File: src/verilog/supervisor_pkg.sv
// constants, register map and timing tables of the reset and watchdog supervisor
// assumes a single 50 MHz clock; all times are kept in microseconds
package supervisor_pkg;

  // ******************************************************************
  // clock and time base
  // ******************************************************************
  localparam int CLK_FREQ_HZ     = 50_000_000;
  localparam int HZ_PER_MHZ      = 1_000_000;
  localparam int TICK_PERIOD_US  = 1;
  localparam int TICK_CYCLES_DEF = CLK_FREQ_HZ / HZ_PER_MHZ * TICK_PERIOD_US;
  localparam int US_PER_MS       = 1000;
  localparam int US_PER_S        = 1_000_000;
  localparam int NUM_CHANNELS    = 12;
  localparam int TIME_W          = 32;

  // ******************************************************************
  // register offsets
  // ******************************************************************
  localparam logic [7:0] REG_STATUS      = 8'h20;
  localparam logic [7:0] REG_RST_CFG     = 8'h3B;
  localparam logic [7:0] REG_SEL_LO      = 8'h3C;
  localparam logic [7:0] REG_SEL_HI      = 8'h3D;
  localparam logic [7:0] REG_WD_MODE     = 8'h73;
  localparam logic [7:0] REG_WD_CFG      = 8'h76;

  // ******************************************************************
  // field positions and reset values
  // ******************************************************************
  localparam int RC_CLASS_LSB  = 0;
  localparam int RC_POL_BIT    = 2;
  localparam int RC_DRIVE_BIT  = 3;
  localparam int RC_TMO_LSB    = 4;
  localparam int SEL_FORCE_BIT = 0;
  localparam int SEL_HI_W      = 5;
  localparam int WM_INDEP_BIT  = 4;
  localparam int WC_TMO_LSB    = 0;
  localparam int WC_START_LSB  = 4;
  localparam int WC_RSTEN_BIT  = 7;
  localparam int ST_RESET_BIT  = 0;
  localparam int ST_WDRST_BIT  = 1;

  localparam logic [7:0] RST_CFG_RST = 8'h00;
  localparam logic [7:0] SEL_LO_RST  = 8'h00;
  localparam logic [7:0] SEL_HI_RST  = 8'h00;
  localparam logic [7:0] WD_MODE_RST = 8'h00;
  localparam logic [7:0] WD_CFG_RST  = 8'h00;

  // threshold classes that can trigger reset
  typedef enum logic [1:0] {
    CLASS_UV   = 2'b00,
    CLASS_EW   = 2'b01,
    CLASS_OV   = 2'b10,
    CLASS_UVOV = 2'b11
  } thr_class_t;

  // ******************************************************************
  // timing tables, microseconds
  // ******************************************************************
  // codes 1001 and above fall back to the longest known period
  function automatic logic [TIME_W-1:0] reset_timeout_us(input logic [3:0] code);
    case (code)
      4'h0:    reset_timeout_us = 32'd25;
      4'h1:    reset_timeout_us = 32'd1500;
      4'h2:    reset_timeout_us = 32'd2500;
      4'h3:    reset_timeout_us = 32'(4 * US_PER_MS);
      4'h4:    reset_timeout_us = 32'(6 * US_PER_MS);
      4'h5:    reset_timeout_us = 32'(10 * US_PER_MS);
      4'h6:    reset_timeout_us = 32'(15 * US_PER_MS);
      4'h7:    reset_timeout_us = 32'(25 * US_PER_MS);
      4'h8:    reset_timeout_us = 32'(40 * US_PER_MS);
      default: reset_timeout_us = 32'(60 * US_PER_MS);
    endcase
  endfunction : reset_timeout_us

  function automatic logic [TIME_W-1:0] startup_delay_us(input logic [2:0] code);
    case (code)
      3'h1:    startup_delay_us = 32'(30 * US_PER_S);
      3'h2:    startup_delay_us = 32'(40 * US_PER_S);
      3'h3:    startup_delay_us = 32'(80 * US_PER_S);
      3'h4:    startup_delay_us = 32'(120 * US_PER_S);
      3'h5:    startup_delay_us = 32'(160 * US_PER_S);
      3'h6:    startup_delay_us = 32'(220 * US_PER_S);
      3'h7:    startup_delay_us = 32'(300 * US_PER_S);
      default: startup_delay_us = 32'd0;
    endcase
  endfunction : startup_delay_us

  function automatic logic [TIME_W-1:0] wd_timeout_us(input logic [3:0] code);
    case (code)
      4'h1:    wd_timeout_us = 32'(1 * US_PER_MS);
      4'h2:    wd_timeout_us = 32'(2 * US_PER_MS);
      4'h3:    wd_timeout_us = 32'(4 * US_PER_MS);
      4'h4:    wd_timeout_us = 32'(8 * US_PER_MS);
      4'h5:    wd_timeout_us = 32'(14 * US_PER_MS);
      4'h6:    wd_timeout_us = 32'(27 * US_PER_MS);
      4'h7:    wd_timeout_us = 32'(50 * US_PER_MS);
      4'h8:    wd_timeout_us = 32'(100 * US_PER_MS);
      4'h9:    wd_timeout_us = 32'(200 * US_PER_MS);
      4'hA:    wd_timeout_us = 32'(400 * US_PER_MS);
      4'hB:    wd_timeout_us = 32'(750 * US_PER_MS);
      4'hC:    wd_timeout_us = 32'(1400 * US_PER_MS);
      4'hD:    wd_timeout_us = 32'(2700 * US_PER_MS);
      4'hE:    wd_timeout_us = 32'(5 * US_PER_S);
      4'hF:    wd_timeout_us = 32'(10 * US_PER_S);
      default: wd_timeout_us = 32'd0;
    endcase
  endfunction : wd_timeout_us

endpackage : supervisor_pkg

File: src/verilog/reset_watchdog_supervisor.sv
// reset output generator and processor watchdog of the supervisor
// assumes violation and critical flags come from comparator logic on clk_i;
// pins (enable, manual reset, strobe, supply comparator) are asynchronous
//
// Function
// - dependent watchdog waits for enable and reset release
// - independent watchdog starts after supply and boot
// - mode bit picks dependent or independent watchdog
// - nonzero startup field adds startup delay
// - every reset event restarts the startup delay, except violation, force and critical resets in independent mode
// - two-bit field selects threshold class
// - polarity bit selects active-low or active-high
// - drive bit selects push-pull or open-drain
// - four-bit field selects reset hold period
// - soft trigger bit forces reset asserted
// - channel select bits gate channel violations
// - reset held one timeout after force clears
// - critical fault channels always assert reset
// - missing strobe edge within timeout flags fault
// - dependent watchdog timer cleared while reset asserted
`timescale 1ns/100ps
module reset_watchdog_supervisor
  import supervisor_pkg::*;
#(
  parameter int TICK_CYCLES = TICK_CYCLES_DEF,
  parameter int TIME_DIV    = 1
) (
  // clock and reset
  input  wire logic                    clk_i,
  input  wire logic                    rst_i,
  // register port
  input  wire logic [7:0]              reg_addr_i,
  input  wire logic [7:0]              reg_wdata_i,
  input  wire logic                    reg_wr_i,
  input  wire logic                    reg_rd_i,
  output logic      [7:0]              reg_rdata_o,
  // system events
  input  wire logic                    supply_ok_i,
  input  wire logic                    boot_done_i,
  input  wire logic                    soft_reboot_i,
  input  wire logic                    enable_i,
  input  wire logic                    manual_reset_input_n_i,
  input  wire logic                    watchdog_strobe_input_i,
  // monitored channel flags
  input  wire logic [NUM_CHANNELS-1:0] uv_viol_i,
  input  wire logic [NUM_CHANNELS-1:0] ov_viol_i,
  input  wire logic [NUM_CHANNELS-1:0] ew_viol_i,
  input  wire logic [NUM_CHANNELS-1:0] critical_fault_i,
  // outputs
  output logic                         reset_o,
  output logic                         reset_oe_o,
  output logic                         reset_asserted_o,
  output logic                         watchdog_fault_output_n_o
);

  typedef enum {WD_IDLE, WD_START, WD_RUN, WD_FAULT} wd_state_t;

  // ******************************************************************
  // pin synchronisers and time base
  // ******************************************************************
  logic [3:0]  sync1_r;
  logic [3:0]  sync2_r;
  logic        en_d_r;
  logic        wdi_d_r;
  logic [15:0] presc_r;
  logic [15:0] presc_nxt;
  logic        tick_r;
  logic        tick_nxt;

  // two stages before any logic looks at a pin
  always_ff @(posedge clk_i or posedge rst_i)
  begin
    if (rst_i)
    begin
      // manual reset pin starts at its idle high level, so no false press
      sync1_r <= 4'h2;
      sync2_r <= 4'h2;
      en_d_r  <= 1'b0;
      wdi_d_r <= 1'b0;
    end
    else
    begin
      sync1_r <= {supply_ok_i, enable_i, manual_reset_input_n_i, watchdog_strobe_input_i};
      sync2_r <= sync1_r;
      en_d_r  <= sync2_r[2];
      wdi_d_r <= sync2_r[0];
    end
  end

  logic supply_ok_s;
  logic en_s;
  logic mr_act;
  logic wdi_s;
  logic en_rise;
  logic wdi_edge;

  assign supply_ok_s = sync2_r[3];
  assign en_s        = sync2_r[2];
  assign mr_act      = ~sync2_r[1];
  assign wdi_s       = sync2_r[0];
  assign en_rise     = en_s & ~en_d_r;
  assign wdi_edge    = wdi_s ^ wdi_d_r; // either direction counts

  // microsecond tick; long periods count ticks, not cycles
  always_comb
  begin
    tick_nxt  = (presc_r == 16'(TICK_CYCLES - 1));
    presc_nxt = tick_nxt ? 16'h0000 : presc_r + 16'h0001;
  end

  always_ff @(posedge clk_i or posedge rst_i)
  begin
    if (rst_i)
    begin
      presc_r <= 16'h0000;
      tick_r  <= 1'b0;
    end
    else
    begin
      presc_r <= presc_nxt;
      tick_r  <= tick_nxt;
    end
  end

  // divides a table time for shortened simulation, never below one tick
  function automatic logic [TIME_W-1:0] scale(input logic [TIME_W-1:0] us);
    logic [TIME_W-1:0] q;
    q = us / TIME_W'(TIME_DIV);
    scale = (q == '0) ? TIME_W'(1) : q;
  endfunction : scale

  // ******************************************************************
  // registers
  // ******************************************************************
  logic [7:0] rst_cfg_r, rst_cfg_nxt;
  logic [7:0] sel_lo_r, sel_lo_nxt;
  logic [SEL_HI_W-1:0] sel_hi_r, sel_hi_nxt;
  logic [7:0] wd_mode_r, wd_mode_nxt;
  logic [7:0] wd_cfg_r, wd_cfg_nxt;
  logic       wdrst_flag_r, wdrst_flag_nxt;
  logic [7:0] rdata_r, rdata_nxt;
  logic       reset_act_r;
  logic       wd_rst_r;

  // write decode, readback mux; a watchdog reset sets the flag over a clear
  always_comb
  begin
    rst_cfg_nxt    = rst_cfg_r;
    sel_lo_nxt     = sel_lo_r;
    sel_hi_nxt     = sel_hi_r;
    wd_mode_nxt    = wd_mode_r;
    wd_cfg_nxt     = wd_cfg_r;
    wdrst_flag_nxt = wdrst_flag_r;
    if (reg_wr_i)
    begin
      case (reg_addr_i)
        REG_RST_CFG: rst_cfg_nxt = reg_wdata_i;
        REG_SEL_LO:  sel_lo_nxt  = reg_wdata_i;
        REG_SEL_HI:  sel_hi_nxt  = reg_wdata_i[SEL_HI_W-1:0];
        REG_WD_MODE: wd_mode_nxt = reg_wdata_i & (8'h01 << WM_INDEP_BIT);
        REG_WD_CFG:  wd_cfg_nxt  = reg_wdata_i;
        REG_STATUS:  if (reg_wdata_i[ST_WDRST_BIT]) wdrst_flag_nxt = 1'b0;
        default:     ;
      endcase
    end
    if (wd_rst_r)
      wdrst_flag_nxt = 1'b1;
    rdata_nxt = rdata_r;
    if (reg_rd_i)
    begin
      case (reg_addr_i)
        REG_RST_CFG: rdata_nxt = rst_cfg_r;
        REG_SEL_LO:  rdata_nxt = sel_lo_r;
        REG_SEL_HI:  rdata_nxt = {3'b000, sel_hi_r};
        REG_WD_MODE: rdata_nxt = wd_mode_r;
        REG_WD_CFG:  rdata_nxt = wd_cfg_r;
        REG_STATUS:  rdata_nxt = {6'h00, wdrst_flag_r, reset_act_r};
        default:     rdata_nxt = 8'h00;
      endcase
    end
  end

  always_ff @(posedge clk_i or posedge rst_i)
  begin
    if (rst_i)
    begin
      rst_cfg_r    <= RST_CFG_RST;
      sel_lo_r     <= SEL_LO_RST;
      sel_hi_r     <= SEL_HI_RST[SEL_HI_W-1:0];
      wd_mode_r    <= WD_MODE_RST;
      wd_cfg_r     <= WD_CFG_RST;
      wdrst_flag_r <= 1'b0;
      rdata_r      <= 8'h00;
    end
    else
    begin
      rst_cfg_r    <= rst_cfg_nxt;
      sel_lo_r     <= sel_lo_nxt;
      sel_hi_r     <= sel_hi_nxt;
      wd_mode_r    <= wd_mode_nxt;
      wd_cfg_r     <= wd_cfg_nxt;
      wdrst_flag_r <= wdrst_flag_nxt;
      rdata_r      <= rdata_nxt;
    end
  end

  assign reg_rdata_o = rdata_r;

  // ******************************************************************
  // reset generation
  // ******************************************************************
  logic [NUM_CHANNELS-1:0] chan_sel;
  logic [NUM_CHANNELS-1:0] class_viol;
  logic                    force_rst;
  logic                    lockout;
  logic                    violation;
  logic                    rst_live;
  logic                    hold_busy;
  logic                    reset_act_nxt;
  logic                    pin_r, pin_nxt;
  logic                    lvl_nxt;
  logic                    oe_r, oe_nxt;

  assign chan_sel  = {sel_hi_r, sel_lo_r[7:1]};
  assign force_rst = sel_lo_r[SEL_FORCE_BIT];
  assign lockout   = ~supply_ok_s | ~boot_done_i;

  // threshold class picks which comparator flags count
  always_comb
  begin
    case (thr_class_t'(rst_cfg_r[RC_CLASS_LSB +: 2]))
      CLASS_UV:   class_viol = uv_viol_i;
      CLASS_EW:   class_viol = ew_viol_i;
      CLASS_OV:   class_viol = ov_viol_i;
      default:    class_viol = uv_viol_i | ov_viol_i;
    endcase
  end

  // critical channels bypass select and class
  assign violation = |(chan_sel & class_viol) | |critical_fault_i;
  assign rst_live  = violation | force_rst | lockout | mr_act | soft_reboot_i | wd_rst_r;

  // hold timer reloads while any cause is live, then runs out the timeout
  tick_timer #(
    .W          (TIME_W)
  ) u_hold (
    .clk_i      (clk_i),
    .rst_i      (rst_i),
    .clr_i      (1'b0),
    .load_i     (rst_live),
    .load_val_i (scale(reset_timeout_us(rst_cfg_r[RC_TMO_LSB +: 4]))),
    .tick_i     (tick_r),
    .busy_o     (hold_busy),
    .expire_o   ()
  );

  // pin level and enable registered together so they never glitch apart
  always_comb
  begin
    reset_act_nxt = rst_live | hold_busy;
    lvl_nxt = rst_cfg_r[RC_POL_BIT] ? reset_act_nxt : ~reset_act_nxt;
    pin_nxt = lvl_nxt & rst_cfg_r[RC_DRIVE_BIT];                  // open drain only pulls low
    oe_nxt  = rst_cfg_r[RC_DRIVE_BIT] | ~lvl_nxt;
  end

  always_ff @(posedge clk_i or posedge rst_i)
  begin
    if (rst_i)
    begin
      reset_act_r <= 1'b1;
      pin_r       <= 1'b0;
      oe_r        <= 1'b1;
    end
    else
    begin
      reset_act_r <= reset_act_nxt;
      pin_r       <= pin_nxt;
      oe_r        <= oe_nxt;
    end
  end

  assign reset_o          = pin_r; // drive gating registered with the level
  assign reset_oe_o       = oe_r;
  assign reset_asserted_o = reset_act_r;

  // ******************************************************************
  // watchdog
  // ******************************************************************
  wd_state_t         wd_state_r, wd_state_nxt;
  logic              wd_fault_r, wd_fault_nxt;
  logic              wd_rst_nxt;
  logic              wd_load;
  logic [TIME_W-1:0] wd_val;
  logic              wd_expire;
  logic              indep;
  logic              wd_enabled;
  logic              wd_allowed;
  logic              restart;
  logic [2:0]        start_code;

  assign indep      = wd_mode_r[WM_INDEP_BIT];
  assign wd_enabled = (wd_cfg_r[WC_TMO_LSB +: 4] != 4'h0);
  assign start_code = wd_cfg_r[WC_START_LSB +: 3];
  assign wd_allowed = indep ? ~lockout : (en_s & ~reset_act_r);
  // dependent mode restarts by going through reset; independent needs the events
  assign restart    = indep & (soft_reboot_i | mr_act | en_rise | wd_rst_r);

  // startup, normal timing and fault; idle holds the timer cleared
  always_comb
  begin
    wd_state_nxt = wd_state_r;
    wd_fault_nxt = wd_fault_r;
    wd_rst_nxt   = 1'b0;
    wd_load      = 1'b0;
    wd_val       = scale(wd_timeout_us(wd_cfg_r[WC_TMO_LSB +: 4]));
    if (~wd_allowed | ~wd_enabled | restart)
    begin
      wd_state_nxt = WD_IDLE;
      wd_fault_nxt = 1'b0;
    end
    else
    begin
      case (wd_state_r)
        WD_IDLE:
        begin
          wd_load = 1'b1;
          if (start_code != 3'h0)
          begin
            wd_val       = scale(startup_delay_us(start_code));
            wd_state_nxt = WD_START;
          end
          else
            wd_state_nxt = WD_RUN;
        end
        WD_START, WD_RUN:
        begin
          if (wdi_edge)
          begin
            wd_load      = 1'b1;
            wd_state_nxt = WD_RUN;
          end
          else if (wd_expire)
          begin
            wd_fault_nxt = 1'b1;
            wd_rst_nxt   = wd_cfg_r[WC_RSTEN_BIT];
            wd_state_nxt = WD_FAULT;
          end
        end
        WD_FAULT:
        begin
          if (wdi_edge)
          begin
            wd_fault_nxt = 1'b0;
            wd_load      = 1'b1;
            wd_state_nxt = WD_RUN;
          end
        end
        default: wd_state_nxt = WD_IDLE;
      endcase
    end
  end

  always_ff @(posedge clk_i or posedge rst_i)
  begin
    if (rst_i)
    begin
      wd_state_r <= WD_IDLE;
      wd_fault_r <= 1'b0;
      wd_rst_r   <= 1'b0;
    end
    else
    begin
      wd_state_r <= wd_state_nxt;
      wd_fault_r <= wd_fault_nxt;
      wd_rst_r   <= wd_rst_nxt;
    end
  end

  tick_timer #(
    .W          (TIME_W)
  ) u_wd (
    .clk_i      (clk_i),
    .rst_i      (rst_i),
    .clr_i      (wd_state_nxt == WD_IDLE),
    .load_i     (wd_load),
    .load_val_i (wd_val),
    .tick_i     (tick_r),
    .busy_o     (),
    .expire_o   (wd_expire)
  );

  assign watchdog_fault_output_n_o = ~wd_fault_r;
endmodule : reset_watchdog_supervisor

File: src/verilog/tick_timer.sv
// down counter that runs on a time-base tick, used for reset hold and watchdog
// assumes tick_i is a one-cycle pulse from logic on the same clock
`timescale 1ns/100ps
module tick_timer #(
  parameter int W = 32
) (
  // clock and reset
  input  wire logic         clk_i,
  input  wire logic         rst_i,
  // control
  input  wire logic         clr_i,
  input  wire logic         load_i,
  input  wire logic [W-1:0] load_val_i,
  input  wire logic         tick_i,
  // status
  output logic              busy_o,
  output logic              expire_o
);

  logic [W-1:0] count_r;
  logic [W-1:0] count_nxt;
  logic         expire_r;
  logic         expire_nxt;

  // clear wins over load so a held-off timer never restarts by accident
  always_comb
  begin
    count_nxt  = count_r;
    expire_nxt = 1'b0;
    if (clr_i)
      count_nxt = '0;
    else if (load_i)
      count_nxt = load_val_i;
    else if (tick_i && (count_r != '0))
    begin
      count_nxt  = count_r - W'(1);
      expire_nxt = (count_r == W'(1));
    end
  end

  // state registers
  always_ff @(posedge clk_i or posedge rst_i)
  begin
    if (rst_i)
    begin
      count_r  <= '0;
      expire_r <= 1'b0;
    end
    else
    begin
      count_r  <= count_nxt;
      expire_r <= expire_nxt;
    end
  end

  assign busy_o   = (count_r != '0);
  assign expire_o = expire_r;

endmodule : tick_timer
File: config.mk
export PLATFORM = sky130hd
export DESIGN_NAME = reset_watchdog_supervisor
export DESIGN_NICKNAME = d
export VERILOG_FILES = /design/src/verilog/supervisor_pkg.sv /design/src/verilog/reset_watchdog_supervisor.sv /design/src/verilog/tick_timer.sv
export SDC_FILE = /design/constraint.sdc
export NUM_CORES = 1
export LEC_CHECK = 0
export BUFFER_PORTS_ARGS = -buffer_cell sky130_fd_sc_hd__buf_2
export CAP_MARGIN = 10
export CORE_ASPECT_RATIO = 2
export CORE_MARGIN = 5
export CORE_UTILIZATION = 45
export DETAILED_ROUTE_END_ITERATION = 6
export HOLD_SLACK_MARGIN = 0.1
export PLACE_DENSITY_LB_ADDON = 0.15
export SYNTH_ARGS = -nofsm -noshare
export SYNTH_HDL_FRONTEND = slang
export SYNTH_SLANG_ARGS = --single-unit
File: constraint.sdc
create_clock -name clk_i -period 12.8 [get_ports clk_i]
set_clock_uncertainty 0.1 [all_clocks]
set_input_delay 1.28 -clock clk_i [delete_from_list [all_inputs] [get_ports clk_i]]
set_output_delay 1.28 -clock clk_i [all_outputs]
set_load 0.01 [all_outputs]
==> results.cfg, run 1 <==
[power]
p_sw_share_pct = 24.5
p_leak_nw = 4.54
ir_drop_v = 0.000111
internal_power_mw = 0.902
clkPwrFrac_pct = 44.7
power.density_nw_per_um2 = 114
power.share.sequential_pct = 47.4
power_frac_comb_pct = 7.9
total_switching_power_mw = 0.292

[timing]
fmax_mhz = 266
fin_crit_ns = 3.76
worst_pin_slew_ns = 1.02
rsz0062_at_grt = false
final-max-slew-violation-count = 0
period_share_pct = 29.4
hold_viol = 0
fin_setup_tns_ns = 0
setup_viol = 0
max_slew_margin_pct = 32.1

[die]
ios = 86
core-area_um2 = 19900
dieArea_um2 = 23400
rows = 73
initial_core_util_pct = 45.8
fp.dieW_um = 111
die_h_um = 211

[clocking]
cts_max_level = 4
cts_tree = built
clkTransAtPathRegs_ns = 0.07
cts_hold_buf = 0
post_cts_resized = 0
post-cts-setup-buffers = 0
clock-sinks = 168
numCtsBuffers = 17
clock_latency_ns = 0.45
cts.path.max_buffers = 2
clockRootBuffer = clkbuf_16

[min_path]
hold_path.class = register to register
hp-start = sync1_r[2]

[final_layout]
layout-drive-gt1-share_pct = 18.3
finalNetCount = 1117
nFillCells = 1922
syn_to_final_growth_pct = 15.1
fin_area_um2 = 10500
fin_cells = 1305

[yosys]
syn_inst = 933
ys_seq_area_share_pct = 46.2
synth.area.top_cells = dfrtp_1, mux2_2, nor2_1
ys_ff_latch = 168
synth_largest_area_cell = dfrtp_1
syn_avg_cell_area_um2 = 9.77
synth_top_cell_area_share_pct = 45.0
synth.cell_area_um2 = 9110
synth.distinct_cells = 78
ys_async_sr_fraction_pct = 100
ys.flop_type = dfrtp_1
synth-edff-count = 0
yosys_warnings = 0

[setup_path]
cp_max_fo = 17
cp_cell_sequence = buf_2, nor4bb_1, a41oi_1, nor2_1, nand3_1, a2111o_1, o22ai_1
startpoint = soft_reboot_i
critPathKind = primary input to register
critPathTopFamily = simple AND/OR/NAND/NOR gates
cp-start-kind = primary input
critPathArrivalTime_ns = 4.02
slowest_stage = nand3_1
cp-end-kind = register
critPathBufInv = 1
max_stage_delay_ns = 0.66
crit_required_ns = 13.06
r2r_start = wd_cfg_r[1]

[route]
post_drt_wl_per_cell_um = 19.9
totalWireLength_mm = 25.9
antenna_left = 0
first_pass_iters = 6
drc_errors = 0
drtIter0Drc = 298
num_vias = 7588
viasPerCell = 5.81

[placed_design]
dp.cells = 1272
port_buffers = 85
dpl_cell_area_um2 = 9880
gp_congestion = 0.934
dpl.hpwl_mm = 19.9

[global_route]
grt_pass1_vias = 7888
grt_max_degree = 107
grt_pass1_wl_mm = 41.9
groute.layer.met3.usage_pct = 4.42
antenna_found_initial = 1
gr-usage-all-layers_pct = 22.8
grt-ovfl-total = 0
grt_use_met2_pct = 43.8
gr-usage-met1_pct = 21.9
grt_busiest_layer = met2

[flow_run]
maxCapViolCount = 0

[run_status]
status = complete, no violations
[metal layers]
metal / wire length [um] / share of wire [%] / up-vias
met5: 0 / 0 / -
met4: 1580 / 6.1 / 0
met3: 856 / 3.3 / 83
met2: 14600 / 56 / 197
met1: 8930 / 34 / 3720
li1: - / - / 3588
[per-stage QoR]
stage	total power, mW	hold WS, ns	setup WS, ns	util [%]
after floorplan	0.632	0.231	6.88	-
after global placement	0.670	0.235	8.71	49.6
after detailed placement	0.671	0.235	8.62	49.6
after CTS	1.20	0.245	9.07	52.7
after global routing	1.24	0.251	8.80	52.7
final	1.19	0.243	9.04	52.7
[power by group through the flow]
stage | clock network [mW] | registers, mW | logic (mW)
6_report | 0.533 | 0.566 | 0.0947
5_1_grt | 0.562 | 0.568 | 0.107
4_1_cts | 0.542 | 0.566 | 0.0956
3_5_place_dp | 0 | 0.576 | 0.0950
3_3_place_gp | 0 | 0.575 | 0.0946
2_1_floorplan | 0 | 0.567 | 0.0652
[cells in the final DEF, fill, tap and decap left out, types with 30 or more instances in the layout]
| cell | instances |
|---|---|
| dfrtp_1 | 164 |
| nor2_1 | 92 |
| buf_2 | 85 |
| nand2_1 | 66 |
| a21oi_1 | 41 |
| nand3_1 | 38 |
| mux2_2 | 38 |
| xor2_1 | 38 |
| xnor2_1 | 34 |
| inv_1 | 31 |
| conb_1 | 30 |
[final cells by class]
| class | instances | area (um2) | share of cell area [%] |
|---|---|---|---|
| Antenna cell | 1 | 2.50 | 0.0239 |
| Clock buffer | 21 | 460 | 4.39 |
| Clock inverter | 11 | 148 | 1.41 |
| Inverter | 32 | 125 | 1.19 |
| Multi-Input combinational cell | 717 | 4730 | 45.1 |
| Sequential cell | 168 | 4210 | 40.1 |
| Tap cell | 262 | 328 | 3.13 |
| Timing Repair Buffer | 93 | 485 | 4.63 |
[state kept, by name, summed over array words and instances (netlist names), 4 cells and up]
| signal | cells |
|---|---|
| presc_r | 16 |
| reg_rdata_o | 8 |
| rst_cfg_r | 8 |
| sel_hi_r | 5 |
| sel_lo_r | 8 |
| sync1_r | 4 |
| sync2_r | 4 |
| u_hold.count_r | 32 |
| u_wd.count_r | 32 |
| wd_cfg_r | 8 |
| wd_state_r | 32 |
[cells by family (layout without fill, tap and decap cells)]
| logic type | after synthesis | in the layout | share of synthesized area (%) |
|---|---|---|---|
| fa+ha+maj | 14 | 14 | 1.92 |
| simple gates | 368 | 368 | 21.6 |
| flops | 168 | 168 | 46.2 |
| mux | 49 | 49 | 5.90 |
| xor+xnor | 72 | 72 | 6.92 |
| buf+inv | 77 | 157 | 3.25 |
| other cells | 1 | 31 | 0.0411 |
| compound gates | 184 | 184 | 14.2 |
[cell usage after synthesis (9+ instances only)]
master,instances
o22ai_1,16
dfrtp_1,164
nor2_1,92
nor4_1,25
and3_1,15
nor2b_1,11
a22oi_1,10
inv_1,32
nor3_1,29
clkbuf_1,40
nand2_1,66
o21ai_1,9
xnor2_1,34
o21ai_0,18
xor2_1,38
a221oi_1,10
ha_1,14
a21oi_1,41
mux2_2,38
nand4_1,25
a211oi_1,12
mux2i_1,11
nand3_1,38
[worst paths after layout]
path,slack [ns],to,cells past startpoint
setup / recovery,9.04,u_wd.count_r[22],7
min in group asynchronous,0.94,wdi_d_r,2
hold / removal,0.24,sync2_r[2],0
hold reg to reg,0.24,sync2_r[2],0
max in group asynchronous,10.25,u_hold.count_r[17],3
setup reg to reg,9.42,u_wd.count_r[22],8
No activity file was read; power rests on OpenSTA's default activity.
==> run 2: changes to the inputs <==
clock period = 3.24 ns   (was 12.8 ns; I/O delays follow)
==> run 2 against run 1 <==
  * Die area is the same
  * Critical path type is now register to register
  * Setup slack lost 8.6 ns
  * Non-clock buffer count grew 30
  * Total power grew to 4.0 times the previous value
  * Combinational power grew to 4.2 times the previous value
  * Highest routed layer unchanged
  * Sequential share of layout area shrank 1.1 points
  * First-iteration DRC count grew 31%
  * Via count grew 1.7%
  * Sequential power grew to 3.9 times the previous value
  * Global-route usage grew 0.80 points
  * Worst hold slack lost 0.13 ns
==> results.cfg, run 2 (synthesis gave the netlist of run 1 again) <==
[run_status]
status = complete, no violations

[final_layout]
antenna_cells = 0
top_regs = u_hold.count_r x32, u_wd.count_r x32, wd_state_r x32
layout_common_cells = dfrtp_1, nor2_1, buf_2, nand2_1, a21oi_1
layout-drive-gt1-share_pct = 20.0
final_common_cell = dfrtp_1
regArea_um2 = 4210
nFillCells = 1887
multi_input_area_um2 = 4730
finalNetCount = 1147
syn_to_final_growth_pct = 18.3

[clocking]
post-cts-setup-buffers = 0
post_cts_resized = 0
cts.path.max_buffers = 2
clock_latency_ns = 0.45
clockRootBuffer = clkbuf_16
cts_tree = built
numCtsBuffers = 17
clkTransAtPathRegs_ns = 0.07
clock-sinks = 168
cts_max_level = 4
cts_hold_buf = 8

[route]
antenna_left = 0
drtIter0Drc = 391
viasPerCell = 5.78
num_vias = 7715
first_pass_iters = 5
drc_errors = 0
totalWireLength_mm = 26.9
post_drt_wl_per_cell_um = 20.2

[die]
ios = 86
rows = 73
die_h_um = 211
initial_core_util_pct = 45.8
dieArea_um2 = 23400
core-area_um2 = 19900
fp.dieW_um = 111

[global_route]
gr-usage-all-layers_pct = 23.6
grt_pass1_vias = 8185
grt_use_met2_pct = 46.6
groute.layer.met3.usage_pct = 3.53
grt_busiest_layer = met2
grt-ovfl-total = 0
grt_pass1_wl_mm = 43.1
gr-usage-met1_pct = 22.1
grt_max_degree = 71
antenna_found_initial = 0

[timing]
final-max-slew-violation-count = 0
worst_pin_slew_ns = 0.768
hold_viol = 0
fin_setup_tns_ns = 0
fmax_mhz = 354
period_share_pct = 87.1
max_slew_margin_pct = 48.3
setup_viol = 0
fin_crit_ns = 2.82
rsz0062_at_grt = false

[setup_path]
cp-start-kind = register
crit_required_ns = 3.43
cp_max_fo = 8
ff2ff_path_depth = 8
critPathArrivalTime_ns = 3.01
cp-end-kind = register
critPathKind = register to register

[placed_design]
gp_congestion = 0.875
port_buffers = 85
dpl.hpwl_mm = 20.8

[power]
p_leak_nw = 4.69
power.density_nw_per_um2 = 448
power.total_mw = 4.83
ir_drop_v = 0.000491

[min_path]
hold_path.class = primary input to register
hold_path_depth = 2

[flow_run]
maxCapViolCount = 0
run 2: cell types whose count changed in the layout (fill, tap and decap cells not counted), sizes merged:
cell / before / now
clkbuf: 21 / 19
diode: 1 / 0
dlygate4sd3: 0 / 8
inv: 32 / 34
clkinv: 7 / 4
bufinv: 3 / 4
buf: 93 / 115
clkinvlp: 1 / 3
run 2: metal layers:
metal	up-vias	wire length, um
li1	3658	-
met1	3770	9130
met2	201	15400
met3	86	888
met4	0	1500
met5	-	0
run 2: area by class of cell:
type / count / area share, %
clock buffer: 19 / 4.11
clock inverter: 13 / 1.79
inverter: 32 / 1.15
multi-input combinational: 717 / 43.9
sequential: 168 / 39.0
tap: 262 / 3.04
timing repair buffer: 123 / 7.01
run 2: power breakdown:
| group | leakage [nW] | total (mW) | switching, mW | internal [mW] |
|---|---|---|---|---|
| combinational | 2.18 | 0.401 | 0.239 | 0.162 |
| sequential | 2.21 | 2.23 | 0.0719 | 2.16 |
| clock | 0.305 | 2.19 | 0.874 | 1.32 |
| total | 4.69 | 4.83 | 1.18 | 3.64 |
run 2: worst paths after layout:
| kind | startpoint | end | slack [ns] |
|---|---|---|---|
| hold reg to reg | sync1_r[0] | sync2_r[0] | 0.25 |
| setup reg to reg | u_wd.count_r[8] | u_wd.count_r[7] | 0.42 |
| max in group asynchronous | rst_i | reset_oe_o | 1.78 |
| hold / removal | reg_wdata_i[0] | wd_cfg_r[0] | 0.12 |
| setup / recovery | u_wd.count_r[8] | u_wd.count_r[7] | 0.42 |
| min in group asynchronous | rst_i | u_wd.count_r[30] | 0.43 |
run 2: worst max-delay path: stages, from the launching register on:
cell and delay (ns):
dfrtp_1 0.43, nor4_2 0.54, and2_0 0.19, buf_4 0.15, nand4_1 0.30, buf_4 0.29
nand4_1 0.10, xor2_1 0.08, a2111oi_0 0.48
run 2: stage by stage:
stage	std cells	instance area, um2	util [%]	hold WS [ns]	setup slack, ns
floorplan	962	9230	-	0.228	0.679
global placement	1294	10100	50.5	0.233	0.496
detailed placement	1294	10100	50.5	0.236	0.503
CTS	1334	10800	54.1	0.102	0.420
global route	1334	10800	54.1	0.113	0.171
finish	1334	10800	54.1	0.115	0.419
